$ cat config.mk
export PLATFORM = sky130hd
export DESIGN_NAME = emrx_top
export DESIGN_NICKNAME = d
export VERILOG_FILES = /design/src/emrx_err_counter.v /design/src/emrx_sync2.v /design/src/emrx_top.v
export VERILOG_INCLUDE_DIRS = /design/src
export SDC_FILE = /design/constraint.sdc
export NUM_CORES = 1
export LEC_CHECK = 0
export BUFFER_PORTS_ARGS = -buffer_cell sky130_fd_sc_hd__buf_4
export CAP_MARGIN = 20
export CORE_ASPECT_RATIO = 1.5
export CORE_MARGIN = 10
export CORE_UTILIZATION = 35
export DETAILED_ROUTE_END_ITERATION = 8
export PLACE_DENSITY = 0.65
export RECOVER_POWER = 50
export SETUP_SLACK_MARGIN = 0.3
export SYNTH_ARGS = -nofsm -noshare
export SYNTH_HDL_FRONTEND = slang
export SYNTH_SLANG_ARGS = --single-unit
$ cat constraint.sdc
create_clock -name mclk -period 4.61 [get_ports mclk]
set_input_delay 0.6915 -clock mclk [delete_from_list [all_inputs] [get_ports mclk]]
set_output_delay 0.6915 -clock mclk [all_outputs]
set_load 0.02 [all_outputs]
$ cat src/emrx_consts.vh
// constants for the mac receive error statistics and configuration one block
// assumes a wishbone byte address of eight bits, word aligned registers
`ifndef EMRX_CONSTS_VH
`define EMRX_CONSTS_VH

// ****************************************************
// register byte offsets
// ****************************************************
`define EMRX_ADR_W 8
`define EMRX_OFS_CFG1 8'h00
`define EMRX_OFS_FCS 8'h10
`define EMRX_OFS_FCS_SET 8'h14
`define EMRX_OFS_FCS_CLR 8'h18
`define EMRX_OFS_FCS_INV 8'h1C
`define EMRX_OFS_ALGN 8'h20
`define EMRX_OFS_ALGN_SET 8'h24
`define EMRX_OFS_ALGN_CLR 8'h28
`define EMRX_OFS_ALGN_INV 8'h2C
`define EMRX_OFS_INT_STAT 8'h30
`define EMRX_OFS_INT_CLR 8'h34
`define EMRX_OFS_INT_EN 8'h38

// ****************************************************
// configuration one fields
// ****************************************************
`define EMRX_CFG_W 16
`define EMRX_CFG_RESET 16'h800D
`define EMRX_CFG_MASK 16'hCF1F
`define EMRX_BIT_WHOLE 15
`define EMRX_BIT_BACKOFF 14
`define EMRX_BIT_RXCS 11
`define EMRX_BIT_RXFN 10
`define EMRX_BIT_TXCS 9
`define EMRX_BIT_TXFN 8
`define EMRX_BIT_LOOP 4
`define EMRX_BIT_TXFLOW 3
`define EMRX_BIT_RXFLOW 2
`define EMRX_BIT_PASS 1
`define EMRX_BIT_RXEN 0

// ****************************************************
// counters and interrupt bits
// ****************************************************
`define EMRX_CNT_W 16
`define EMRX_CNT_RESET 16'h0000
`define EMRX_INT_W 2
`define EMRX_INT_FCS 0
`define EMRX_INT_ALGN 1
`define EMRX_MII_W 4

`endif

$ cat src/emrx_err_counter.v
// one receive error tally with read clear and software load
// assumes the caller has already merged byte lanes and alias modes into load_data
`timescale 1ns/1ps
`include "emrx_consts.vh"
module emrx_err_counter #(
   parameter W = `EMRX_CNT_W
) (
   mclk,
   reset,
   inc,
   rd_clear,
   load,
   load_data,
   count
);
   input wire mclk;
   input wire reset;
   input wire inc;
   input wire rd_clear;
   input wire load;
   input wire [W-1:0] load_data;
   output wire [W-1:0] count;

   reg [W-1:0] count_reg;
   reg [W-1:0] base;
   reg [W-1:0] count_next;

   // ****************************************************
   // tally
   // ****************************************************
   // an event in the clearing cycle is kept, so the tally never loses one
   always @*
   begin
      base = count_reg;
      if (rd_clear)
         base = {W{1'b0}};
      else if (load)
         base = load_data;
      count_next = base + {{(W-1){1'b0}}, inc};
   end

   always @(posedge mclk)
   begin
      if (reset)
         count_reg <= `EMRX_CNT_RESET;
      else
         count_reg <= count_next;
   end

   assign count = count_reg;
endmodule

$ cat src/emrx_sync2.v
// two flip-flop synchroniser for pins from the phy
// assumes the pins are levels, slow against mclk for each bit
`timescale 1ns/1ps
module emrx_sync2 #(
   parameter W = 1
) (
   mclk,
   reset,
   async_in,
   sync_out
);
   input wire mclk;
   input wire reset;
   input wire [W-1:0] async_in;
   output wire [W-1:0] sync_out;

   reg [W-1:0] meta_reg;
   reg [W-1:0] sync_reg;

   // ****************************************************
   // synchroniser
   // ****************************************************
   // first stage is read only by the second
   always @(posedge mclk)
   begin
      if (reset)
      begin
         meta_reg <= {W{1'b0}};
         sync_reg <= {W{1'b0}};
      end
      else
      begin
         meta_reg <= async_in;
         sync_reg <= meta_reg;
      end
   end

   assign sync_out = sync_reg;
endmodule

$ cat src/emrx_top.v
// mac receive error statistics, configuration one register and their interrupt
// assumes rx frame status pulses come from logic on mclk, phy pins are asynchronous
//
// Functional notes
// good-length frames with bad check sequence add one to the fcs tally
// bad check sequence frames with odd bit length add one to alignment tally
// tallies are sixteen bits in the low half, upper half reads zero
// reading a tally clears it unless byte lanes zero and one are off
// software changes tallies only via set, clear, invert aliases, debug only; a direct write to a tally also loads it
// whole mac hold bit keeps mac and media logic reset, resets to one
// backoff random hold bit resets the transmit random generator
// rx control sublayer hold bit keeps receive control logic in reset
// rx function hold bit keeps receive function logic in reset
// tx control sublayer hold bit keeps transmit control logic in reset
// tx function hold bit keeps transmit function logic in reset
// loopback bit routes transmit interface into receive interface
// tx flow bit lets pause frames go out, blocks when zero, resets one
// rx flow bit acts on received pause frames, ignores when zero, resets one
// pass bit accepts control frames, ignores them when zero, resets zero
// frames are received only while receive enable is one, resets one
// only bits 15, 14, 11 to 8 and 4 to 0 exist, rest read zero
// a tally at its maximum wraps to zero on the next event
`timescale 1ns/1ps
`include "emrx_consts.vh"
module emrx_top #(
   parameter CNT_W = `EMRX_CNT_W,
   parameter MII_W = `EMRX_MII_W
) (
   mclk,
   reset,
   wb_cyc_i,
   wb_stb_i,
   wb_we_i,
   wb_adr_i,
   wb_sel_i,
   wb_dat_i,
   wb_dat_o,
   wb_ack_o,
   irq,
   rx_frame_end,
   rx_fcs_fail,
   rx_odd_bits,
   rx_control_frame,
   rx_pause_frame,
   tx_pause_req,
   tx_data,
   tx_en,
   phy_rxd,
   phy_rx_dv,
   mii_txd,
   mii_tx_en,
   mac_rx_data,
   mac_rx_dv,
   frame_accept,
   pause_apply,
   tx_pause_go,
   mac_and_media_logic_hold,
   backoff_random_hold,
   rx_control_sublayer_hold,
   rx_function_hold,
   tx_control_sublayer_hold,
   tx_function_hold
);
   input wire mclk;
   input wire reset;
   input wire wb_cyc_i;
   input wire wb_stb_i;
   input wire wb_we_i;
   input wire [`EMRX_ADR_W-1:0] wb_adr_i;
   input wire [3:0] wb_sel_i;
   input wire [31:0] wb_dat_i;
   output wire [31:0] wb_dat_o;
   output wire wb_ack_o;
   output wire irq;
   input wire rx_frame_end;
   input wire rx_fcs_fail;
   input wire rx_odd_bits;
   input wire rx_control_frame;
   input wire rx_pause_frame;
   input wire tx_pause_req;
   input wire [MII_W-1:0] tx_data;
   input wire tx_en;
   input wire [MII_W-1:0] phy_rxd;
   input wire phy_rx_dv;
   output wire [MII_W-1:0] mii_txd;
   output wire mii_tx_en;
   output wire [MII_W-1:0] mac_rx_data;
   output wire mac_rx_dv;
   output wire frame_accept;
   output wire pause_apply;
   output wire tx_pause_go;
   output wire mac_and_media_logic_hold;
   output wire backoff_random_hold;
   output wire rx_control_sublayer_hold;
   output wire rx_function_hold;
   output wire tx_control_sublayer_hold;
   output wire tx_function_hold;

   // ****************************************************
   // declarations
   // ****************************************************
   reg [`EMRX_CFG_W-1:0] cfg_reg;
   reg [`EMRX_CFG_W-1:0] cfg_next;
   reg [`EMRX_INT_W-1:0] int_stat_reg;
   reg [`EMRX_INT_W-1:0] int_stat_next;
   reg [`EMRX_INT_W-1:0] int_en_reg;
   reg [`EMRX_INT_W-1:0] int_en_next;
   reg irq_reg;
   reg ack_reg;
   reg [31:0] dat_reg;
   reg [31:0] dat_next;
   reg [MII_W-1:0] mii_txd_reg;
   reg mii_tx_en_reg;
   reg [MII_W-1:0] mac_rx_data_reg;
   reg mac_rx_dv_reg;
   reg frame_accept_reg;
   reg pause_apply_reg;
   reg tx_pause_go_reg;
   reg [5:0] hold_reg;
   reg fcs_load;
   reg algn_load;
   reg fcs_rd_clear;
   reg algn_rd_clear;
   reg [CNT_W-1:0] fcs_load_data;
   reg [CNT_W-1:0] algn_load_data;
   reg [`EMRX_INT_W-1:0] int_clr;
   wire [CNT_W-1:0] fcs_count;
   wire [CNT_W-1:0] algn_count;
   wire [MII_W-1:0] phy_rxd_s;
   wire phy_rx_dv_s;
   wire req;
   wire wr;
   wire rd;
   wire low_lanes;
   wire [CNT_W-1:0] wdat;
   wire whole_hold;
   wire rx_live;
   wire fcs_inc;
   wire algn_inc;
   wire [`EMRX_INT_W-1:0] int_events;

   // ****************************************************
   // byte lane merge
   // ****************************************************
   function [15:0] lane_merge;
      input [15:0] old_val;
      input [15:0] new_val;
      input [1:0] sel;
      begin
         lane_merge[7:0] = sel[0] ? new_val[7:0] : old_val[7:0];
         lane_merge[15:8] = sel[1] ? new_val[15:8] : old_val[15:8];
      end
   endfunction

   // ****************************************************
   // phy pin synchroniser
   // ****************************************************
   emrx_sync2 #(
      .W(MII_W + 1)
   ) u_rx_sync (
      .mclk(mclk),
      .reset(reset),
      .async_in({phy_rx_dv, phy_rxd}),
      .sync_out({phy_rx_dv_s, phy_rxd_s})
   );

   // ****************************************************
   // frame events
   // ****************************************************
   assign whole_hold = cfg_reg[`EMRX_BIT_WHOLE];
   // a held or disabled receiver sees no frames at all
   assign rx_live = cfg_reg[`EMRX_BIT_RXEN] & ~whole_hold & ~cfg_reg[`EMRX_BIT_RXFN];
   assign fcs_inc = rx_live & rx_frame_end & rx_fcs_fail & ~rx_odd_bits;
   assign algn_inc = rx_live & rx_frame_end & rx_fcs_fail & rx_odd_bits;
   assign int_events = {algn_inc, fcs_inc};

   // ****************************************************
   // wishbone decode
   // ****************************************************
   assign req = wb_cyc_i & wb_stb_i & ~ack_reg;
   assign wr = req & wb_we_i;
   assign rd = req & ~wb_we_i;
   assign low_lanes = wb_sel_i[0] | wb_sel_i[1];
   assign wdat = wb_dat_i[CNT_W-1:0];

   always @*
   begin
      cfg_next = cfg_reg;
      int_en_next = int_en_reg;
      int_clr = {`EMRX_INT_W{1'b0}};
      fcs_load = 1'b0;
      algn_load = 1'b0;
      fcs_rd_clear = 1'b0;
      algn_rd_clear = 1'b0;
      fcs_load_data = fcs_count;
      algn_load_data = algn_count;
      dat_next = 32'h00000000;
      if (wb_adr_i == `EMRX_OFS_CFG1)
      begin
         if (wr)
            cfg_next = lane_merge(cfg_reg, wdat, wb_sel_i[1:0]) & `EMRX_CFG_MASK;
         dat_next = {16'h0000, cfg_reg};
      end
      else if (wb_adr_i == `EMRX_OFS_FCS)
      begin
         fcs_load = wr;
         fcs_load_data = lane_merge(fcs_count, wdat, wb_sel_i[1:0]);
         fcs_rd_clear = rd & low_lanes;
         dat_next = {16'h0000, fcs_count};
      end
      else if (wb_adr_i == `EMRX_OFS_FCS_SET)
      begin
         fcs_load = wr;
         fcs_load_data = lane_merge(fcs_count, fcs_count | wdat, wb_sel_i[1:0]);
      end
      else if (wb_adr_i == `EMRX_OFS_FCS_CLR)
      begin
         fcs_load = wr;
         fcs_load_data = lane_merge(fcs_count, fcs_count & ~wdat, wb_sel_i[1:0]);
      end
      else if (wb_adr_i == `EMRX_OFS_FCS_INV)
      begin
         fcs_load = wr;
         fcs_load_data = lane_merge(fcs_count, fcs_count ^ wdat, wb_sel_i[1:0]);
      end
      else if (wb_adr_i == `EMRX_OFS_ALGN)
      begin
         algn_load = wr;
         algn_load_data = lane_merge(algn_count, wdat, wb_sel_i[1:0]);
         algn_rd_clear = rd & low_lanes;
         dat_next = {16'h0000, algn_count};
      end
      else if (wb_adr_i == `EMRX_OFS_ALGN_SET)
      begin
         algn_load = wr;
         algn_load_data = lane_merge(algn_count, algn_count | wdat, wb_sel_i[1:0]);
      end
      else if (wb_adr_i == `EMRX_OFS_ALGN_CLR)
      begin
         algn_load = wr;
         algn_load_data = lane_merge(algn_count, algn_count & ~wdat, wb_sel_i[1:0]);
      end
      else if (wb_adr_i == `EMRX_OFS_ALGN_INV)
      begin
         algn_load = wr;
         algn_load_data = lane_merge(algn_count, algn_count ^ wdat, wb_sel_i[1:0]);
      end
      else if (wb_adr_i == `EMRX_OFS_INT_STAT)
      begin
         dat_next = {{(32-`EMRX_INT_W){1'b0}}, int_stat_reg};
      end
      else if (wb_adr_i == `EMRX_OFS_INT_CLR)
      begin
         if (wr & wb_sel_i[0])
            int_clr = wb_dat_i[`EMRX_INT_W-1:0];
      end
      else if (wb_adr_i == `EMRX_OFS_INT_EN)
      begin
         if (wr & wb_sel_i[0])
            int_en_next = wb_dat_i[`EMRX_INT_W-1:0];
         dat_next = {{(32-`EMRX_INT_W){1'b0}}, int_en_reg};
      end
      // a new event beats a clear written in the same cycle
      int_stat_next = (int_stat_reg & ~int_clr) | int_events;
   end

   // ****************************************************
   // error tallies
   // ****************************************************
   emrx_err_counter #(
      .W(CNT_W)
   ) u_fcs_tally (
      .mclk(mclk),
      .reset(reset),
      .inc(fcs_inc),
      .rd_clear(fcs_rd_clear),
      .load(fcs_load),
      .load_data(fcs_load_data),
      .count(fcs_count)
   );

   emrx_err_counter #(
      .W(CNT_W)
   ) u_algn_tally (
      .mclk(mclk),
      .reset(reset),
      .inc(algn_inc),
      .rd_clear(algn_rd_clear),
      .load(algn_load),
      .load_data(algn_load_data),
      .count(algn_count)
   );

   // ****************************************************
   // registers and bus answer
   // ****************************************************
   always @(posedge mclk)
   begin
      if (reset)
      begin
         cfg_reg <= `EMRX_CFG_RESET;
         int_stat_reg <= {`EMRX_INT_W{1'b0}};
         int_en_reg <= {`EMRX_INT_W{1'b0}};
         irq_reg <= 1'b0;
         ack_reg <= 1'b0;
         dat_reg <= 32'h00000000;
      end
      else
      begin
         cfg_reg <= cfg_next;
         int_stat_reg <= int_stat_next;
         int_en_reg <= int_en_next;
         irq_reg <= |(int_stat_next & int_en_next);
         ack_reg <= req;
         dat_reg <= req ? dat_next : 32'h00000000;
      end
   end

   // ****************************************************
   // mac side controls
   // ****************************************************
   // sub-block holds also follow the whole mac hold
   always @(posedge mclk)
   begin
      if (reset)
      begin
         hold_reg <= 6'h3F;
         mii_txd_reg <= {MII_W{1'b0}};
         mii_tx_en_reg <= 1'b0;
         mac_rx_data_reg <= {MII_W{1'b0}};
         mac_rx_dv_reg <= 1'b0;
         frame_accept_reg <= 1'b0;
         pause_apply_reg <= 1'b0;
         tx_pause_go_reg <= 1'b0;
      end
      else
      begin
         hold_reg[5] <= whole_hold;
         hold_reg[4] <= cfg_reg[`EMRX_BIT_BACKOFF] | whole_hold;
         hold_reg[3] <= cfg_reg[`EMRX_BIT_RXCS] | whole_hold;
         hold_reg[2] <= cfg_reg[`EMRX_BIT_RXFN] | whole_hold;
         hold_reg[1] <= cfg_reg[`EMRX_BIT_TXCS] | whole_hold;
         hold_reg[0] <= cfg_reg[`EMRX_BIT_TXFN] | whole_hold;
         // in loopback the phy sees no transmit, trading line activity for a clean test
         if (cfg_reg[`EMRX_BIT_LOOP])
         begin
            mii_txd_reg <= {MII_W{1'b0}};
            mii_tx_en_reg <= 1'b0;
            mac_rx_data_reg <= tx_data;
            mac_rx_dv_reg <= tx_en & rx_live;
         end
         else
         begin
            mii_txd_reg <= tx_data;
            mii_tx_en_reg <= tx_en & ~whole_hold & ~cfg_reg[`EMRX_BIT_TXFN];
            mac_rx_data_reg <= phy_rxd_s;
            mac_rx_dv_reg <= phy_rx_dv_s & rx_live;
         end
         frame_accept_reg <= rx_live & rx_frame_end & ~rx_fcs_fail &
            (~rx_control_frame | cfg_reg[`EMRX_BIT_PASS]);
         pause_apply_reg <= rx_live & rx_frame_end & ~rx_fcs_fail & rx_pause_frame &
            cfg_reg[`EMRX_BIT_RXFLOW] & ~cfg_reg[`EMRX_BIT_RXCS];
         tx_pause_go_reg <= tx_pause_req & cfg_reg[`EMRX_BIT_TXFLOW] & ~whole_hold &
            ~cfg_reg[`EMRX_BIT_TXCS];
      end
   end

   // ****************************************************
   // outputs
   // ****************************************************
   assign wb_dat_o = dat_reg;
   assign wb_ack_o = ack_reg;
   assign irq = irq_reg;
   assign mii_txd = mii_txd_reg;
   assign mii_tx_en = mii_tx_en_reg;
   assign mac_rx_data = mac_rx_data_reg;
   assign mac_rx_dv = mac_rx_dv_reg;
   assign frame_accept = frame_accept_reg;
   assign pause_apply = pause_apply_reg;
   assign tx_pause_go = tx_pause_go_reg;
   assign mac_and_media_logic_hold = hold_reg[5];
   assign backoff_random_hold = hold_reg[4];
   assign rx_control_sublayer_hold = hold_reg[3];
   assign rx_function_hold = hold_reg[2];
   assign tx_control_sublayer_hold = hold_reg[1];
   assign tx_function_hold = hold_reg[0];
endmodule

==> impl_metrics.py <==
metrics = {
    "critical_path": {
        "cp.arrival_ns": 4.01,
        "slowest_stage": "or4_1",
        "crit_family": "simple AND/OR/NAND/NOR gates",
        "critPathKind": "in2reg",
        "crit_path_start_kind": "primary input",
        "critPathBufInv": 1,
        "crit_chain": "buf_4 -> xor2_1 -> nand2_1 -> a21oi_1 -> o21ai_0 -> a221oi_1 -> ha_1 -> ha_1 -> and3b_4 -> nand3_4 -> or4_1 -> a21oi_1",
        "crit_required_ns": 4.90,
        "r2r-end": "u_algn_tally.count[15]$_SDFF_PP0_",
        "cp-end-kind": "register",
        "cp_max_fo": 27,
        "cpPeakStageDelay_ns": 0.53,
        "rr_startpoint": "wb_ack_o$_SDFF_PP0_",
        "r2r_slack_ns": 1.17,
        "rr_worst_depth": 8,
    },
    "drt": {
        "wl_per_cell_um": 22.6,
        "firstDrtPassIters": 6,
        "ant_nets": 0,
        "drt-total-wl_um": 28900,
        "drc_errors": 0,
        "drt_iter0_drc": 910,
        "vias": 7793,
        "via_per_inst": 6.08,
    },
    "sta": {
        "timing.final.crit_share_pct": 80.6,
        "rsz0062_at_grt": "false",
        "maxSlewViolCount": 0,
        "min_period_ns": 3.72,
        "finalSetupViolations": 0,
        "fmax_mhz": 269,
        "worst_slew_pin_slew_ns": 0.739,
        "fin_setup_tns_ns": 0,
        "fin_ws_ns": 0.893,
        "fin_worst_skew_ns": 0.0147,
        "slew_headroom_pct": 50.7,
        "finalHoldViolations": 0,
    },
    "cells_and_area": {
        "fillerInstances": 2187,
        "drive_gt1_share_pct": 12.3,
        "regArea_um2": 1880,
        "antenna_cells": 0,
        "multi_input_area_um2": 5060,
        "final_net_count": 1141,
        "syn2layout_area_growth_pct": 13.5,
    },
    "pwr": {
        "irDropWorstVdd_mv": 0.164,
        "seq_power_share_pct": 44.4,
        "power_switching_mw": 0.568,
        "power.share.clock_pct": 40.5,
        "power.internal_mw": 1.29,
        "power.leakage_nw": 3.12,
        "p_comb_share_pct": 15.1,
        "switching_share_pct": 30.6,
        "power.density_nw_per_um2": 219,
    },
    "hold_path": {
        "hold_depth": 1,
        "whs_endpoint": "u_rx_sync.sync_out[2]$_SDFF_PP0_",
        "hold_path_startpoint": "u_rx_sync.meta_reg[2]$_SDFF_PP0_",
        "hold_class": "reg2reg",
    },
    "clock_tree": {
        "cts-resized-gates": 0,
        "htree_levels": 3,
        "numCtsBuffers": 9,
        "clk_latency_ns": 0.36,
        "postCtsSetupRepairBufs": 0,
        "cts.sinks": 94,
        "postCtsHoldBufs": 0,
        "clock-root-buffer": "clkbuf_16",
        "path_clk_slew_ns": 0.08,
        "ctsLongestPathBuffers": 2,
        "cts_tree": "built",
    },
    "logic_synthesis": {
        "synthFlopType": "dfxtp_1",
        "async_reset_ff_share_pct": 0,
        "yosysSeqAreaShare_pct": 25.2,
        "synth_edf_count": 0,
        "synthesis.area_um2": 7460,
        "syn_inst": 949,
        "yosys.area.top_type": "dfxtp_1",
        "synthTopCellsByArea": "dfxtp_1 (25%), ha_1 (11%), nor2_1 (4.6%), a21oi_1 (3.7%), nand2_1 (3.4%)",
        "synth_common_cells": "dfxtp_1 (94), nor2_1 (91), ha_1 (68), nand2_1 (68), inv_1 (58)",
        "syn_area_per_cell_um2": 7.87,
        "yosys.area.top_type_share_pct": 25.2,
        "synthDistinctLibCells": 91,
        "synth_seq_cells": 94,
        "post-synth-top-count-cell": "dfxtp_1",
        "ys.warnings.count": 0,
    },
    "grt": {
        "grt_pass1_vias": 7609,
        "gr-total-overflow": 0,
        "grtUsageTotal_pct": 19.9,
        "antenna_found_initial": 0,
        "grt_pass1_wl_um": 43800,
        "grt_max_degree": 57,
    },
    "placement": {
        "place.gp.congestion": 0.981,
        "place.port_buffers": 83,
        "dpl.hpwl_um": 21700,
        "post-place-ws_ns": 0.601,
    },
    "floorplanning": {
        "die_h_um": 199,
        "fp.dieW_um": 139,
        "io_pins": 118,
        "dieArea_um2": 27700,
        "core_area_um2": 21000,
        "initial_core_util_pct": 35.6,
        "rows": 65,
    },
    "job": {
        "cap_violations": 0,
    },
    "run_status": {
        "run_status": "finished, final reports clean",
    },
}
cells by family after synthesis:
logic type,count (synthesis),share of synthesized area (%)
AO/OA/AOI/OAI,255,24.4
XOR/XNOR,15,1.76
adder cells (fa/ha/maj),68,11.4
buffers and inverters,136,8.10
flip-flops,94,25.2
multiplexers,20,2.73
other,1,0.0502
AND/OR/NAND/NOR,360,26.4
power groups by stage:
stage	Combinational [mW]	Clock, mW	Sequential (mW)
floorplan	0.171	0	0.846
global placement	0.272	0	0.844
detailed placement	0.275	0	0.844
CTS	0.276	0.759	0.824
global route	0.300	0.791	0.825
finish	0.281	0.752	0.824
metal layers:
| metal | global-route usage [%] | part of all wire (%) | vias to the layer above |
|---|---|---|---|
| met5 | 0 | 0 | - |
| met4 | 15.8 | 8.4 | 0 |
| met3 | 3.82 | 7.9 | 140 |
| met2 | 33.5 | 47 | 459 |
| met1 | 21.6 | 36 | 3637 |
| li1 | - | - | 3557 |
final cells by class:
cell class | instances | share of cell area [%]
multi-input combinational | 734 | 59.7
sequential | 94 | 22.2
timing repair buffer | 111 | 8.24
tap | 268 | 3.96
clock buffer | 9 | 2.66
inverter | 58 | 2.57
clock inverter | 7 | 0.723
cell usage in the layout (no fill, tap or decap), types with 5 or more instances in the layout:
cell / n
dfxtp_1: 94
nor2_1: 91
buf_4: 75
nand2_1: 68
ha_1: 68
inv_1: 58
a21oi_1: 55
clkbuf_1: 36
nand3_1: 35
o21ai_0: 35
nor2b_1: 25
a22oi_1: 18
nor3_1: 17
mux2i_1: 17
nand4_1: 16
conb_1: 16
o22ai_1: 15
o211ai_1: 14
nand2b_1: 12
or3_1: 11
a31oi_1: 11
and3_1: 11
nand3b_1: 10
o2111ai_1: 9
xnor2_1: 9
clkbuf_16: 9
a221oi_1: 8
nor4_1: 8
or4_1: 7
a211oi_1: 7
xor2_1: 6
o21a_1: 6
and2_1: 6
o31ai_1: 6
or2_2: 5
a32oi_1: 5
o21ai_1: 5
a221o_1: 5
o221ai_1: 5
per-stage QoR:
| stage | power, mW | hold WS, ns | instance area [um^2] | cells | util, % |
|---|---|---|---|---|---|
| floorplan | 1.02 | 0.414 | 7520 | 964 | - |
| global placement | 1.12 | 0.418 | 8320 | 1265 | 39.7 |
| detailed placement | 1.12 | 0.420 | 8320 | 1265 | 39.7 |
| CTS | 1.86 | 0.439 | 8610 | 1281 | 41.0 |
| global route | 1.92 | 0.449 | 8480 | 1281 | 40.4 |
| finish | 1.86 | 0.437 | 8480 | 1281 | 40.4 |
worst max path at each step:
stage / start / end / slack [ns] / cells after the start
2_1_floorplan: wb_adr_i[3] / u_algn_tally.count[15]$_SDFF_PP0_ / 0.65 / 14
3_3_place_gp: wb_adr_i[3] / u_fcs_tally.count[12]$_SDFF_PP0_ / 0.64 / 12
3_5_place_dp: wb_adr_i[3] / u_fcs_tally.count[12]$_SDFF_PP0_ / 0.60 / 12
4_1_cts: wb_adr_i[3] / u_fcs_tally.count[12]$_SDFF_PP0_ / 0.97 / 12
5_1_grt: wb_adr_i[3] / u_fcs_tally.count[12]$_SDFF_PP0_ / 0.76 / 12
6_report: wb_adr_i[3] / u_fcs_tally.count[12]$_SDFF_PP0_ / 0.89 / 12
(Power assumes the default switching activity.)
